**config.mk**
```make
export PLATFORM = sky130hd
export DESIGN_NAME = eidl_loader
export DESIGN_NICKNAME = d
export VERILOG_FILES = /design/src/eidl_pkg.sv /design/src/eidl_sync.sv /design/src/eidl_loader.sv
export SDC_FILE = /design/constraint.sdc
export NUM_CORES = 1
export LEC_CHECK = 0
export ABC_AREA = 0
export BUFFER_PORTS_ARGS = -buffer_cell sky130_fd_sc_hd__buf_2
export CAP_MARGIN = 40
export CORE_UTILIZATION = 45
export DETAILED_ROUTE_END_ITERATION = 8
export HOLD_SLACK_MARGIN = 0.05
export PLACE_DENSITY = 0.68
export SLEW_MARGIN = 25
export SYNTH_ARGS = -nofsm -noshare
export SYNTH_HDL_FRONTEND = slang
export SYNTH_SLANG_ARGS = --single-unit
```
**constraint.sdc**
```tcl
create_clock -name clock -period 4.45 [get_ports clock]
set_clock_uncertainty 0.15 [all_clocks]
set_input_delay 0.2225 -clock clock [delete_from_list [all_inputs] [get_ports clock]]
set_output_delay 0.2225 -clock clock [all_outputs]
set_load 0.005 [all_outputs]
```
**src/eidl_pkg.sv**
```systemverilog
// shared constants for the identification loader
package eidl_pkg;
    localparam logic [6:0] EIDL_SLAVE_ADDR = 7'h50;
    localparam logic EIDL_RD_BIT = 1'b1;
    localparam logic EIDL_WR_BIT = 1'b0;
    localparam logic [7:0] EIDL_START_WORD = 8'h00;
    localparam int EIDL_CLK_MHZ = 100;
    localparam int EIDL_SCL_KHZ = 100;
    localparam int EIDL_QTR_CYC = (EIDL_CLK_MHZ * 1000) / (EIDL_SCL_KHZ * 4);
    localparam int EIDL_NBYTES = 10;
    // arbitrary neutral defaults, not any maker's codes
    localparam logic [15:0] EIDL_DEF_VENDOR = 16'h1234;
    localparam logic [15:0] EIDL_DEF_DEVICE = 16'h5678;
    localparam logic [15:0] EIDL_DEF_SSVEN = 16'h9ABC;
    localparam logic [15:0] EIDL_DEF_SSDEV = 16'hDEF0;
    localparam int EIDL_POS_VENDOR = 0;
    localparam int EIDL_POS_DEVICE = 16;
    localparam int EIDL_POS_SSVEN = 32;
    localparam int EIDL_POS_SSDEV = 48;
endpackage

```
**src/eidl_sync.sv**
```systemverilog
// two-stage synchroniser for one pin level
`timescale 1ns/1ps
module eidl_sync (
    input wire logic clock,
    input wire logic resetn,
    input wire logic pinIn,
    output logic pinSync
);
    logic stage1_r;
    always_ff @(posedge clock or negedge resetn) begin
        if (!resetn) begin
            // low until the pin is seen, a held bus never looks free
            stage1_r <= 1'b0;
            pinSync <= 1'b0;
        end else begin
            stage1_r <= pinIn;
            pinSync <= stage1_r;
        end
    end
endmodule

```
**src/eidl_loader.sv**
```systemverilog
// two-wire master that loads identification bytes after reset
`timescale 1ns/1ps
// Notes on behaviour
// - the loader reads vendor, product and configuration bytes from eeprom.
// - both lines are only pulled low or released, pull-ups give the high.
// - a start is data falling while clock is high.
// - a stop is data rising while clock is high.
// - once a start has been sent, data changes only while clock is low, except at the repeated start and the stop.
// - a transfer begins only when both lines are seen high.
// - every transfer opens with a start and closes with a stop.
// - the receiver acknowledges each byte but the last read byte by data low on the ninth pulse.
// - the eeprom is selected with seven-bit address 1010000b.
// - no page addressing; select bits stay zero.
// - with no eeprom, built-in default identifiers are loaded.
module eidl_loader
    import eidl_pkg::*;
#(
    parameter int NBYTES = EIDL_NBYTES,
    parameter int QTR = EIDL_QTR_CYC
) (
    input wire logic clock,
    input wire logic resetn,
    input wire logic sclIn,
    output logic sclOut,
    output logic sclOe,
    input wire logic sdaIn,
    output logic sdaOut,
    output logic sdaOe,
    output logic [15:0] vendorIdent,
    output logic [15:0] deviceIdent,
    output logic [15:0] subsys_vendor_ident,
    output logic [15:0] subsys_device_ident,
    output logic [8*NBYTES-1:64] configBits,
    output logic loadDone,
    output logic eepromFound
);
    typedef enum {IDLE, START, SEND, RACK, REPSTART, READ, MACK, STOP,
        FINISH} eidl_state_e;
    ////////////////////////////////////////////////////////////////
    logic sclS;
    logic sdaS;
    eidl_sync uSyncScl (.clock(clock), .resetn(resetn), .pinIn(sclIn),
        .pinSync(sclS));
    eidl_sync uSyncSda (.clock(clock), .resetn(resetn), .pinIn(sdaIn),
        .pinSync(sdaS));
    ////////////////////////////////////////////////////////////////
    eidl_state_e state_r;
    eidl_state_e retState_r;
    logic [15:0] tick_r;
    logic [1:0] phase_r;
    logic [3:0] bit_r;
    logic [7:0] shift_r;
    logic [1:0] step_r;
    logic [7:0] count_r;
    logic [8*NBYTES-1:0] image_r;
    logic sdaLow_r;
    logic sclLow_r;
    logic ackBad_r;
    wire tickEnd = (tick_r == 16'(QTR - 1));
    // bit-end strobe at the end of phase 3; within a bit, clock high only in phases 1 and 2
    wire phaseEnd = tickEnd && (phase_r == 2'd3);
    wire busFree = sclS && sdaS;
    wire sampleNow = tickEnd && (phase_r == 2'd1);
    wire lastByte = (count_r == 8'(NBYTES - 1));
    wire [7:0] addrWr = {EIDL_SLAVE_ADDR, EIDL_WR_BIT};
    wire [7:0] addrRd = {EIDL_SLAVE_ADDR, EIDL_RD_BIT};
    // byte-level sequence: write address, word 0, then read address
    wire [7:0] sendByte = (step_r == 2'd0) ? addrWr :
        (step_r == 2'd1) ? EIDL_START_WORD : addrRd;
    ////////////////////////////////////////////////////////////////
    always_ff @(posedge clock or negedge resetn) begin
        if (!resetn) begin
            tick_r <= 16'h0000;
            phase_r <= 2'd0;
        end else if (state_r == IDLE || state_r == FINISH || tickEnd) begin
            tick_r <= 16'h0000;
            phase_r <= (state_r == IDLE) ? 2'd0 : phase_r + 2'd1;
        end else begin
            tick_r <= tick_r + 16'h0001;
        end
    end
    ////////////////////////////////////////////////////////////////
    always_ff @(posedge clock or negedge resetn) begin
        if (!resetn) begin
            state_r <= IDLE;
            retState_r <= IDLE;
            bit_r <= 4'h0;
            shift_r <= 8'h00;
            step_r <= 2'd0;
            count_r <= 8'h00;
            image_r <= '0;
            sdaLow_r <= 1'b0;
            sclLow_r <= 1'b0;
            ackBad_r <= 1'b0;
            loadDone <= 1'b0;
            eepromFound <= 1'b0;
        end else begin
            unique case (state_r)
                IDLE: begin
                    if (busFree) begin
                        state_r <= START;
                    end
                end
                START: begin
                    // phases 0-1 release, 2 data low, 3 clock low
                    if (tickEnd && phase_r == 2'd1) begin
                        sdaLow_r <= 1'b1;
                    end
                    if (tickEnd && phase_r == 2'd2) begin
                        sclLow_r <= 1'b1;
                    end
                    if (phaseEnd) begin
                        state_r <= SEND;
                        shift_r <= sendByte;
                        sdaLow_r <= ~sendByte[7];
                        bit_r <= 4'h0;
                    end
                end
                SEND: begin
                    sclLow_r <= (phase_r == 2'd0) || (phase_r == 2'd3);
                    if (phaseEnd) begin
                        // next bit goes out while the clock is still low
                        sdaLow_r <= ~shift_r[6];
                        shift_r <= {shift_r[6:0], 1'b0};
                        bit_r <= bit_r + 4'h1;
                        if (bit_r == 4'd7) begin
                            state_r <= RACK;
                            sdaLow_r <= 1'b0;
                        end
                    end
                end
                RACK: begin
                    sclLow_r <= (phase_r == 2'd0) || (phase_r == 2'd3);
                    if (sampleNow) begin
                        ackBad_r <= sdaS;
                    end
                    if (phaseEnd) begin
                        if (ackBad_r) begin
                            state_r <= STOP;
                        end else if (step_r == 2'd2) begin
                            state_r <= READ;
                            eepromFound <= 1'b1;
                            bit_r <= 4'h0;
                        end else if (step_r == 2'd1) begin
                            state_r <= REPSTART;
                            step_r <= 2'd2;
                        end else begin
                            state_r <= SEND;
                            step_r <= 2'd1;
                            shift_r <= EIDL_START_WORD;
                            sdaLow_r <= ~EIDL_START_WORD[7];
                            bit_r <= 4'h0;
                        end
                    end
                end
                REPSTART: begin
                    // release data while low, raise clock, then start again
                    sdaLow_r <= 1'b0;
                    sclLow_r <= (phase_r == 2'd0);
                    if (phaseEnd) begin
                        state_r <= START;
                    end
                end
                READ: begin
                    sdaLow_r <= 1'b0;
                    sclLow_r <= (phase_r == 2'd0) || (phase_r == 2'd3);
                    if (sampleNow) begin
                        shift_r <= {shift_r[6:0], sdaS};
                    end
                    if (phaseEnd) begin
                        bit_r <= bit_r + 4'h1;
                        if (bit_r == 4'd7) begin
                            image_r[count_r*8 +: 8] <= shift_r;
                            state_r <= MACK;
                        end
                    end
                end
                MACK: begin
                    // ack every byte but the last, which gets a not-ack
                    sdaLow_r <= ~lastByte;
                    sclLow_r <= (phase_r == 2'd0) || (phase_r == 2'd3);
                    if (phaseEnd) begin
                        sdaLow_r <= 1'b0;
                        bit_r <= 4'h0;
                        count_r <= count_r + 8'h01;
                        state_r <= lastByte ? STOP : READ;
                    end
                end
                STOP: begin
                    // data held low under clock, clock up, then data up
                    if (phase_r == 2'd0) begin
                        sdaLow_r <= 1'b1;
                        sclLow_r <= 1'b1;
                    end
                    if (phase_r == 2'd1) begin
                        sclLow_r <= 1'b0;
                    end
                    if (tickEnd && phase_r == 2'd2) begin
                        sdaLow_r <= 1'b0;
                    end
                    if (phaseEnd) begin
                        state_r <= FINISH;
                    end
                end
                FINISH: begin
                    loadDone <= 1'b1;
                end
                default: state_r <= IDLE;
            endcase
        end
    end
    ////////////////////////////////////////////////////////////////
    // open-drain: enable low drives a zero, high releases
    // one cycle of pin lag, equal on both lines, keeps outputs on flops
    always_ff @(posedge clock or negedge resetn) begin
        if (!resetn) begin
            sclOut <= 1'b0;
            sdaOut <= 1'b0;
            sclOe <= 1'b1;
            sdaOe <= 1'b1;
        end else begin
            sclOut <= 1'b0;
            sdaOut <= 1'b0;
            sclOe <= ~sclLow_r;
            sdaOe <= ~sdaLow_r;
        end
    end
    ////////////////////////////////////////////////////////////////
    // identifiers fall back to defaults when nothing answered
    always_ff @(posedge clock or negedge resetn) begin
        if (!resetn) begin
            vendorIdent <= EIDL_DEF_VENDOR;
            deviceIdent <= EIDL_DEF_DEVICE;
            subsys_vendor_ident <= EIDL_DEF_SSVEN;
            subsys_device_ident <= EIDL_DEF_SSDEV;
            configBits <= '0;
        end else if (state_r == FINISH && !loadDone && eepromFound) begin
            vendorIdent <= image_r[EIDL_POS_VENDOR +: 16];
            deviceIdent <= image_r[EIDL_POS_DEVICE +: 16];
            subsys_vendor_ident <= image_r[EIDL_POS_SSVEN +: 16];
            subsys_device_ident <= image_r[EIDL_POS_SSDEV +: 16];
            configBits <= image_r[8*NBYTES-1:64];
        end else if (state_r == FINISH && !loadDone) begin
            vendorIdent <= EIDL_DEF_VENDOR;
            deviceIdent <= EIDL_DEF_DEVICE;
            subsys_vendor_ident <= EIDL_DEF_SSVEN;
            subsys_device_ident <= EIDL_DEF_SSDEV;
        end
    end
endmodule

```
==> summary.md, run 1 <==
| Metric | Value |
|---|---|
| CP top delay family | `simple AND/OR/NAND/NOR gates` |
| Area grow syn2layout | `15.82%` |
| Yosys warnings | `0` |
| Post-layout min period | `3564 ps` |
| Final ANT Viol Nets | `0` |
| TritonCTS buffer count | `24` |
| Synth cell types | `66` |
| HP Class | `primary input to asynchronous set/reset pin` |
| Max_cap viols | `0` |
| Reg-to-reg slack, setup | `roughly 890 ps` |
| Die area | `0.02265 mm^2` |
| Reg2Reg Launch Point | `count_r[2]` |
| Crit Path Class | `flip-flop to flip-flop` |
| Setup crit end | `image_r[16]` |
| Tightest Pin Transition | `~860 ps` |
| CP startpoint | `count_r[2]` |
| Share of cells above drive strength 1 | `between 20% and 30%` |
| Critical path launch point type | `flip-flop` |
| Most frequent cells in the layout | `dfrtp_1, nand2_1, buf_2` |
| CTS tree | `done` |
| First drt pass iteration count | `5` |
| Cell Chain, Critical Path | `nor4_1 -> and2_1 -> ha_1 -> nor2b_1 -> and2_1 -> o2111ai_4 -> nor4_4 -> mux2_2` |
| Initial antenna violation count | `0` |
| Status | `finished clean` |
| Critical Path Most Common Cell | `and2_1` |
| Reg2reg end | `image_r[16]` |
| Die Y | `around 150 um` |
| DP Wirelength | `roughly 15000 um` |
| Power per cell area | `about 380 mW/mm^2` |
| Max Root-Sink Buffers | `3` |
| Slew HR | `42.68%` |
| Max Clk Rate | `approximately 280 MHz` |
| Pleak | `between 5 and 6 nW` |
| RSZ-0062 raised after global routing | `no` |
| Reg clk slew, reported paths | `roughly 60 ps` |
| Critical-path top delay cell | `nor4_4` |
| Worst-path fanout max | `14` |
| Post-Place Cells | `1236` |
| Fin Hold WS | `approximately 170 ps` |
| M3 GR Usage | `2.970%` |
| Clk_lat worst skew | `approximately 520 ps` |
| Drt total wl | `approximately 22000 um` |
| Post-synthesis sequential area ratio | `a little over half` |
| CTS Sinks | `between 200 and 250` |
| Final period utilization | `between 80% and 90%` |
| Worst vdd ir | `roughly 0.23 mV` |
| DR vias | `roughly 7k` |
| Post-Syn Instances | `between 900 and 1k` |
| Non-Filler Instances | `~1.3k` |
| Reg2reg path depth | `8` |
| Power, Total | `between 4 and 5 mW` |
| Max Slew Vio Count | `0` |
| Met2 Usage GRT | `a little under a third` |
| Drt wl/cell | `roughly 17 um` |
| Synthesized flop and latch total | `215` |
| Crit path depth | `8` |
| Cell Rows | `53` |
| NumNets Final | `approximately 1.0k` |
| Critical path arrival | `roughly 3800 ps` |
| Boundary Pins | `90` |
| # fillers | `1886` |
| Number of synthesized flops with an enable pin | `0` |
| Gr busiest metal | `met2` |
| Max H-tree Level | `1` |
| Buf+Inv Stages, Crit Path | `0` |
| Iteration-0 DRC Markers | `482` |
| Drt drc | `0` |
| Finished Core Util | `53.83%` |
| Number of global-route vias before repair | `between 6k and 7k` |
| Clk root buf | `clkbuf_16` |
| Post-Syn Area | `just under 0.01 mm^2` |
| Overflow left after global routing | `0` |
| Starting density of the core | `46.48%` |
| Area of the multi-input gates | `~0.0041 mm^2` |
| CP Data Required Time | `roughly 4700 ps` |
| Syn Area/Cell | `between 10 and 15 um^2` |
| Synth async-reset ratio | `100.0%` |
| # setup viols final | `0` |
| Largest net degree at the start of global routing | `81` |
| Core area | `between 0.02 and 0.025 mm^2` |
| Slowest stage delay, CP | `around 650 ps` |
| ANT cells | `0` |
| GPL Wtd Cong | `approximately 0.90` |
| Die X-Extent | `roughly 150 um` |
| Vias per cell | `5.460` |
| Main synth FF type | `dfrtp_1` |
| Port bufs | `just under 90` |
| Setup TNS | `0 ps` |
| Setup crit end kind | `flip-flop` |
| Commonest non-fill, non-tap cell in the layout | `dfrtp_1` |
| Final hold vios | `0` |
| GRT Resource Usage Total | `between 20% and 30%` |
| First-pass GRT wire length | `around 36000 um` |
| Combined flip-flop and latch cell area | `~0.0054 mm^2` |
| GR Util met1 | `between 20 and 30%` |
state kept, by name, summed over array words and instances, names as in the netlist, 8 cells and up:
signal / flops
subsys_device_ident: 16
count_r: 8
vendorIdent: 16
image_r: 80
tick_r: 16
shift_r: 8
configBits: 16
subsys_vendor_ident: 16
deviceIdent: 16
where the power goes:
group	switching, mW	internal, mW
sequential	0.0662	1.99
clock	0.785	1.24
combinational	0.143	0.0903
total	0.994	3.33
worst min path at each step:
stage           start                end  slack, ps  cells after the start
2_1_floorplan  resetn           ackBad_r       -220                      0
3_3_place_gp   resetn          tick_r[2]        170                      1
3_5_place_dp   resetn          tick_r[3]        170                      1
4_1_cts         sclIn  uSyncScl.stage1_r        180                      2
5_1_grt         sdaIn  uSyncSda.stage1_r        190                      2
6_report       resetn     vendorIdent[3]        170                      2
cell usage after synthesis, types with 5 or more instances:
master / n / area [um^2]
and3_1: 21 / 131.4
ha_1: 15 / 187.7
xnor2_1: 11 / 96.34
o21ai_0: 21 / 105.1
a31oi_1: 33 / 206.5
nor2_1: 64 / 240.2
a21oi_1: 11 / 55.05
dfrtp_1: 181 / 4529
nor3_1: 17 / 85.08
nand4_1: 12 / 75.07
xor2_1: 14 / 122.6
o31ai_1: 7 / 52.55
buf_1: 9 / 33.78
dfstp_2: 34 / 893.4
clkbuf_1: 37 / 138.9
nor3b_1: 11 / 82.58
nand3_1: 51 / 255.2
mux2i_1: 22 / 220.2
mux2_2: 84 / 945.9
nand2_1: 104 / 390.4
nor4_4: 9 / 191.4
and2_1: 5 / 31.28
nand2b_1: 6 / 37.54
inv_1: 58 / 217.7
routing by layer:
metal	vias up	wire length, um
met5	-	0
met3	30	1174
met4	0	409
met2	188	10110
met1	3475	10350
li1	3317	-
stage by stage:
| step | area [um^2] | setup WS [ps] |
|---|---|---|
| final | 11490 | 886.0 |
| after detailed placement | 10630 | 943.5 |
| after global placement | 10610 | 1009 |
| after global routing | 11490 | 654.6 |
| after floorplan | 9928 | 1282 |
| after CTS | 11490 | 926.0 |
cells by family after synthesis:
| kind of cell | count (synthesis) | synth area share (%) |
|---|---|---|
| simple gates | 336 | 18.28 |
| mux | 107 | 11.86 |
| xor+xnor | 25 | 2.206 |
| compound gates | 102 | 6.808 |
| other cells | 1 | 0.03779 |
| flops | 215 | 54.64 |
| buf+inv | 110 | 4.274 |
| fa+ha+maj | 15 | 1.891 |
layout make-up:
| class | instances | share of cell area (%) |
|---|---|---|
| clock buffers | 36 | 6.324 |
| clock inverters | 8 | 0.8490 |
| inverters | 59 | 1.927 |
| multi-input cells | 587 | 35.57 |
| flip-flops and latches | 215 | 47.19 |
| well taps | 275 | 2.993 |
| repair buffers | 104 | 5.149 |
timing repair:
item	in CTS	in global routing
hold endpoints to repair	79	0
buffers inserted	0	0
hold buffers	3	0
resized for setup	0	0
(Power assumes the default switching activity.)
==> run 2, diff against run 1 <==
==> constraint.sdc (replaced) <==
create_clock -name clock -period 3.4 [get_ports clock]
set_clock_uncertainty 0.15 [all_clocks]
set_input_delay 0.17 -clock clock [delete_from_list [all_inputs] [get_ports clock]]
set_output_delay 0.17 -clock clock [all_outputs]
set_load 0.005 [all_outputs]
==> summary.md, run 2 (same netlist as run 1, synthesis figures left out) <==
| Metric | Value |
|---|---|
| Drt drc | `0 (unchanged)` |
| Status | `finished clean (unchanged)` |
| Worst slack at placement | `315.9 ps (was 943.5 ps)` |
| CP startpoint | `count_r[1] (was count_r[2])` |
| Clk root buf | `clkbuf_16 (unchanged)` |
| Final hold vios | `0 (unchanged)` |
| Post-layout min period | `3098 ps (was 3564 ps)` |
| Cell Chain, Critical Path | `nor4_1 -> and2_1 -> ha_1 -> nor2b_1 -> and2_1 -> o2111ai_4 -> nor4_4 -> buf_4 -> mux2_2 (was nor4_1 -> and2_1 -> ha_1 -> nor2b_1 -> and2_1 -> o2111ai_4 -> nor4_4 -> mux2_2)` |
| Power per cell area | `472.0 mW/mm^2 (was 376.1 mW/mm^2)` |
| CTS-repair resized insts | `0 (unchanged)` |
| Critical path arrival | `3340 ps (was 3810 ps)` |
| CTS tree | `done (unchanged)` |
| Min-delay src | `sdaIn` |
| First-pass GRT wire length | `35940 um (was 35970 um)` |
| TritonCTS buffer count | `24 (unchanged)` |
| Cell Rows | `53 (unchanged)` |
| CTS Sinks | `215 (unchanged)` |
| Share of cells above drive strength 1 | `29.55% (was 27.95%)` |
| Setup crit end kind | `flip-flop (unchanged)` |
| Reg-to-reg slack, setup | `300 ps (was 890 ps)` |
| Tightest Pin Transition | `864.8 ps (was 859.8 ps)` |
| Slew HR | `42.35% (was 42.68%)` |
| Most frequent cells in the layout | `dfrtp_1, nand2_1, buf_2 (unchanged)` |
| Buf+Inv Stages, Crit Path | `1 (was 0)` |
| Max H-tree Level | `1 (unchanged)` |
| ANT cells | `0 (unchanged)` |
| Critical path launch point type | `flip-flop (unchanged)` |
| Critical-path top delay cell | `nor4_1 (was nor4_4)` |
| Postcts setup bufs | `0 (unchanged)` |
| Area grow syn2layout | `17.92% (was 15.82%)` |
| # setup viols final | `0 (unchanged)` |
| Setup TNS | `0 ps (unchanged)` |
| GPL Wtd Cong | `0.8705 (was 0.8958)` |
| Port bufs | `87 (unchanged)` |
| DR vias | `7039 (was 7010)` |
| Vias per cell | `5.357 (was 5.460)` |
| Core area | `0.02135 mm^2 (unchanged)` |
| Final ANT Viol Nets | `0 (unchanged)` |
| Drt wl/cell | `16.74 um (was 17.17 um)` |
| Final period utilization | `91.11% (was 80.09%)` |
| Crit Path Class | `flip-flop to flip-flop (unchanged)` |
| Overflow left after global routing | `0 (unchanged)` |
| Die area | `0.02265 mm^2 (unchanged)` |
| Starting density of the core | `46.48% (unchanged)` |
| First drt pass iteration count | `5 (unchanged)` |
| Max_cap viols | `0 (unchanged)` |
| Pleak | `5.771 nW (was 5.638 nW)` |
| Worst vdd ir | `0.3490 mV (was 0.2329 mV)` |
| Number of global-route vias before repair | `6766 (was 6642)` |
| Initial antenna violation count | `0 (unchanged)` |
| Critical Path Most Common Cell | `and2_1 (unchanged)` |
| Reg clk slew, reported paths | `60 ps (about the same)` |
| Setup WS post-layout | `302.3 ps (was 886.0 ps)` |
| HP Class | `primary input to flip-flop (was primary input to asynchronous set/reset pin)` |
| CP top delay family | `simple AND/OR/NAND/NOR gates (unchanged)` |
| Worst-path fanout max | `8 (was 14)` |
| Max FFs per register | `80 (unchanged)` |
| DP Wirelength | `14900 um (was 15040 um)` |
| Reg2Reg Launch Point | `count_r[1] (was count_r[2])` |
| Largest net degree at the start of global routing | `97 (was 81)` |
| Clk_lat worst skew | `510 ps (was 520 ps)` |
| Die Y | `150.5 um (unchanged)` |
| Commonest non-fill, non-tap cell in the layout | `dfrtp_1 (unchanged)` |
| Boundary Pins | `90 (unchanged)` |
| Drt total wl | `22000 um (was 22040 um)` |
| NumNets Final | `1040 (was 1010)` |
| RSZ-0062 raised after global routing | `no (unchanged)` |
| Die X-Extent | `150.5 um (unchanged)` |
| Max Clk Rate | `322.8 MHz (was 280.6 MHz)` |
| Top reg by flops | `image_r (unchanged)` |
| CP Data Required Time | `3650 ps (was 4690 ps)` |
| Slowest stage delay, CP | `450 ps (was 650 ps)` |
| Max Root-Sink Buffers | `3 (unchanged)` |
| Post-CTS Hold Buffers | `3 (unchanged)` |
| GRT Resource Usage Total | `20.10% (was 20.12%)` |
| Iteration-0 DRC Markers | `386 (was 482)` |
| Max Slew Vio Count | `0 (unchanged)` |
## run 2: through the flow
stage | cell area (um^2) | util (%) | std cells | hold slack, ps | power [mW]
after floorplan | 9928 | - | 912 | -275.6 | 2.931
after global placement | 10860 | 50.87 | 1265 | 130.3 | 3.055
after detailed placement | 10860 | 50.87 | 1265 | 129.7 | 3.063
after CTS | 11660 | 54.63 | 1312 | 128.3 | 5.576
after global routing | 11700 | 54.80 | 1314 | 131.9 | 5.756
final | 11700 | 54.80 | 1314 | 151.4 | 5.524
## run 2: layout make-up
class,count,area [um^2]
multi-input cells,587,4089
flip-flops and latches,215,5424
fillers,1890,9651
repair buffers,134,852.1
inverters,59,221.5
clock buffers,37,700.7
well taps,275,344.1
clock inverters,7,71.32
## run 2: worst paths after layout
check	endpoint	depth (start not counted)
hold reg to reg	uSyncSda.pinSync	0
setup reg to reg	image_r[19]	9
max in group asynchronous	subsys_device_ident[10]	5
hold / removal	uSyncSda.stage1_r	2
min in group asynchronous	vendorIdent[14]	3
setup / recovery	image_r[19]	9
## run 2: routing by layer
layer | wire length, um | GRT usage [%]
met1 | 10750 | 29.83
met2 | 9892 | 30.90
met3 | 1049 | 3.000
met4 | 305 | 4.596
met5 | 0 | 0
## run 2: worst reg2reg max path: cells and delay by family, from the launching register on
| kind | cells | cell delay (ps) |
|---|---|---|
| multiplexers | 1 | 350 |
| buffers and inverters | 1 | 210 |
| AND/OR/NAND/NOR | 5 | 1380 |
| adder cells (fa/ha/maj) | 1 | 140 |
| flip-flops | 1 | 440 |
| AO/OA/AOI/OAI | 1 | 300 |
## run 2: report_power, final
| part | switching, mW | internal (mW) | total (mW) |
|---|---|---|---|
| clock network | 1.00 | 1.50 | 2.50 |
| registers | 0.0449 | 2.61 | 2.66 |
| logic | 0.230 | 0.138 | 0.368 |
| total | 1.28 | 4.25 | 5.52 |
==> run 3, diff against run 2 <==
--- a/config.mk
+++ b/config.mk
@@ -8,11 +8,13 @@
 export ABC_AREA = 0
 export BUFFER_PORTS_ARGS = -buffer_cell sky130_fd_sc_hd__buf_2
 export CAP_MARGIN = 40
+export CELL_PAD_IN_SITES_DETAIL_PLACEMENT = 1
+export CELL_PAD_IN_SITES_GLOBAL_PLACEMENT = 1
 export CORE_UTILIZATION = 45
 export DETAILED_ROUTE_END_ITERATION = 8
 export HOLD_SLACK_MARGIN = 0.05
-export PLACE_DENSITY = 0.68
-export SLEW_MARGIN = 25
+export PLACE_DENSITY_LB_ADDON = 0.12
+export SLEW_MARGIN = 20
 export SYNTH_ARGS = -nofsm -noshare
 export SYNTH_HDL_FRONTEND = slang
 export SYNTH_SLANG_ARGS = --single-unit
==> summary.md, run 3 (same netlist as run 1, synthesis figures left out) <==
| Metric | Value |
|---|---|
| Initial antenna violation count | `0 (unchanged)` |
| Drt wl/cell | `18.55 um (was 16.74 um)` |
| Top reg by flops | `image_r (unchanged)` |
| Critical Path Most Common Cell | `nor4_4 (was and2_1)` |
| Critical path launch point type | `flip-flop (unchanged)` |
| Critical path arrival | `3400 ps (was 3340 ps)` |
| Number of global-route vias before repair | `7512 (was 6766)` |
| CP top delay family | `simple AND/OR/NAND/NOR gates (unchanged)` |
| Cell Rows | `53 (unchanged)` |
| First-pass GRT wire length | `40310 um (was 35940 um)` |
| Critical-path top delay cell | `or4b_2 (was nor4_1)` |
| Power per cell area | `477.5 mW/mm^2 (was 472.0 mW/mm^2)` |
| ANT cells | `0 (unchanged)` |
| Port bufs | `87 (unchanged)` |
| Clk pwr share | `45.8% (was 45.3%)` |
| Vias per cell | `5.408 (was 5.357)` |
| GPL Wtd Cong | `0.8353 (was 0.8705)` |
| Die Y | `150.5 um (unchanged)` |
| Final period utilization | `92.52% (was 91.11%)` |
| Crit Path Class | `flip-flop to flip-flop (unchanged)` |
| Starting density of the core | `46.48% (unchanged)` |
| Core area | `0.02135 mm^2 (unchanged)` |
| Non-Filler Instances | `1316 (was 1314)` |
| Post-Place Cells | `1266 (was 1265)` |
| Clk_lat worst skew | `520 ps (was 510 ps)` |
| Drt drc | `0 (unchanged)` |
| Pleak | `5.791 nW (was 5.771 nW)` |
| Setup crit end kind | `flip-flop (unchanged)` |
| DP Wirelength | `16780 um (was 14900 um)` |
| Die area | `0.02265 mm^2 (unchanged)` |
| Reg-to-reg slack, setup | `250 ps (was 300 ps)` |
| Largest net degree at the start of global routing | `97 (unchanged)` |
| Slew HR | `42.82% (was 42.35%)` |
| Clk root buf | `clkbuf_16 (unchanged)` |
| Buf+Inv Stages, Crit Path | `1 (unchanged)` |
| Combinational share of power | `6.8% (was 6.7%)` |
| Max Slew Vio Count | `0 (unchanged)` |
| Area grow syn2layout | `18.33% (was 17.92%)` |
| Final hold vios | `0 (unchanged)` |
| Die X-Extent | `150.5 um (unchanged)` |
| CTS tree | `done (unchanged)` |
| First drt pass iteration count | `4 (was 5)` |
| Worst-path fanout max | `8 (unchanged)` |
| Switching share of total power | `24.10% (was 23.13%)` |
| Max Root-Sink Buffers | `3 (unchanged)` |
| Worst vdd ir | `0.4142 mV (was 0.3490 mV)` |
| Iteration-0 DRC Markers | `289 (was 386)` |
| Setup TNS | `0 ps (unchanged)` |
| Fin Hold WS | `156.1 ps (was 151.4 ps)` |
| Cell Chain, Critical Path | `ha_1 -> or4b_2 -> nor4_4 -> o2111ai_4 -> nor4_4 -> buf_4 -> mux2_2 (was nor4_1 -> and2_1 -> ha_1 -> nor2b_1 -> and2_1 -> o2111ai_4 -> nor4_4 -> buf_4 -> mux2_2)` |
| RSZ-0062 raised after global routing | `no (unchanged)` |
| Final ANT Viol Nets | `0 (unchanged)` |
| CTS Sinks | `215 (unchanged)` |
| Boundary Pins | `90 (unchanged)` |
| # setup viols final | `0 (unchanged)` |
| Seq pwr share | `47.4% (was 48.1%)` |
| Drt total wl | `24420 um (was 22000 um)` |
| Tightest Pin Transition | `857.7 ps (was 864.8 ps)` |
| Max_cap viols | `0 (unchanged)` |
| Post-layout min period | `3146 ps (was 3098 ps)` |
| Commonest non-fill, non-tap cell in the layout | `dfrtp_1 (unchanged)` |
| TritonCTS buffer count | `24 (unchanged)` |
| Most frequent cells in the layout | `dfrtp_1, nand2_1, buf_2 (unchanged)` |
| Status | `finished clean (unchanged)` |
| GRT Resource Usage Total | `22.66% (was 20.10%)` |
| Slowest stage delay, CP | `620 ps (was 450 ps)` |
| Reg clk slew, reported paths | `60 ps (about the same)` |
| Max Clk Rate | `317.9 MHz (was 322.8 MHz)` |
| DR vias | `7117 (was 7039)` |
| Max H-tree Level | `1 (unchanged)` |
| HP Class | `primary input to flip-flop (unchanged)` |
| Overflow left after global routing | `0 (unchanged)` |
| CP Data Required Time | `3650 ps (about the same)` |
| Cell internal pwr | `4.257 mW (was 4.246 mW)` |
| Max FFs per register | `80 (unchanged)` |
| Share of cells above drive strength 1 | `30.45% (was 29.55%)` |
| CTS-repair resized insts | `0 (unchanged)` |
| NumNets Final | `1042 (was 1040)` |
| Sw Pwr | `1.351 mW (was 1.278 mW)` |
[run 3: through the flow]
step                setup slack (ps)  area, um^2  power [mW]  util, %
floorplan                      231.9        9928       2.931        -
global placement               358.0       10870       3.073    50.91
detailed placement             233.6       10870       3.085    50.91
CTS                            234.0       11700       5.675    54.79
global route                   91.64       11740       5.845    55.00
finish                         254.3       11740       5.608    55.00
[run 3: metal layers]
metal / track usage (%) / part of all wire (%)
met1: 30.47 / 45
met2: 38.76 / 50
met3: 2.818 / 2.9
met4: 5.606 / 2.3
met5: 0 / 0
[run 3: cell type report]
| class | count | area, um^2 |
|---|---|---|
| Clock buffer | 31 | 686.9 |
| Sequential cell | 215 | 5424 |
| Fill cell | 2323 | 9609 |
| Clock inverter | 13 | 111.4 |
| Tap cell | 275 | 344.1 |
| Timing Repair Buffer | 136 | 867.1 |
| Multi-Input combinational cell | 587 | 4089 |
| Inverter | 59 | 221.5 |
[run 3: path summary, 6_finish.rpt]
kind                                          end              start  cells past startpoint
worst min register to register   uSyncScl.pinSync  uSyncScl.stage1_r                      0
min in group asynchronous             image_r[47]             resetn                      3
worst min-delay path            uSyncSda.stage1_r              sdaIn                      2
worst max register to register        image_r[19]         phase_r[0]                      7
max in group asynchronous             image_r[15]             resetn                      5
worst max-delay path                  image_r[19]         phase_r[0]                      7
[run 3: power groups by stage]
stage                     logic [mW]  clock network, mW  registers [mW]
after floorplan                0.241                  0            2.69
after detailed placement       0.380                  0            2.70
final                          0.382               2.57            2.66
after global placement         0.371                  0            2.70
after global routing           0.433               2.75            2.67
after CTS                      0.386               2.63            2.66
[run 3: what timing repair did]
| action | 4_1_cts | 5_1_grt |
|---|---|---|
| buffers inserted | 0 | 0 |
| endpoints found under the setup margin | 0 | 0 |
| hold buffers | 3 | 1 |
| hold endpoints to repair | 91 | 4 |
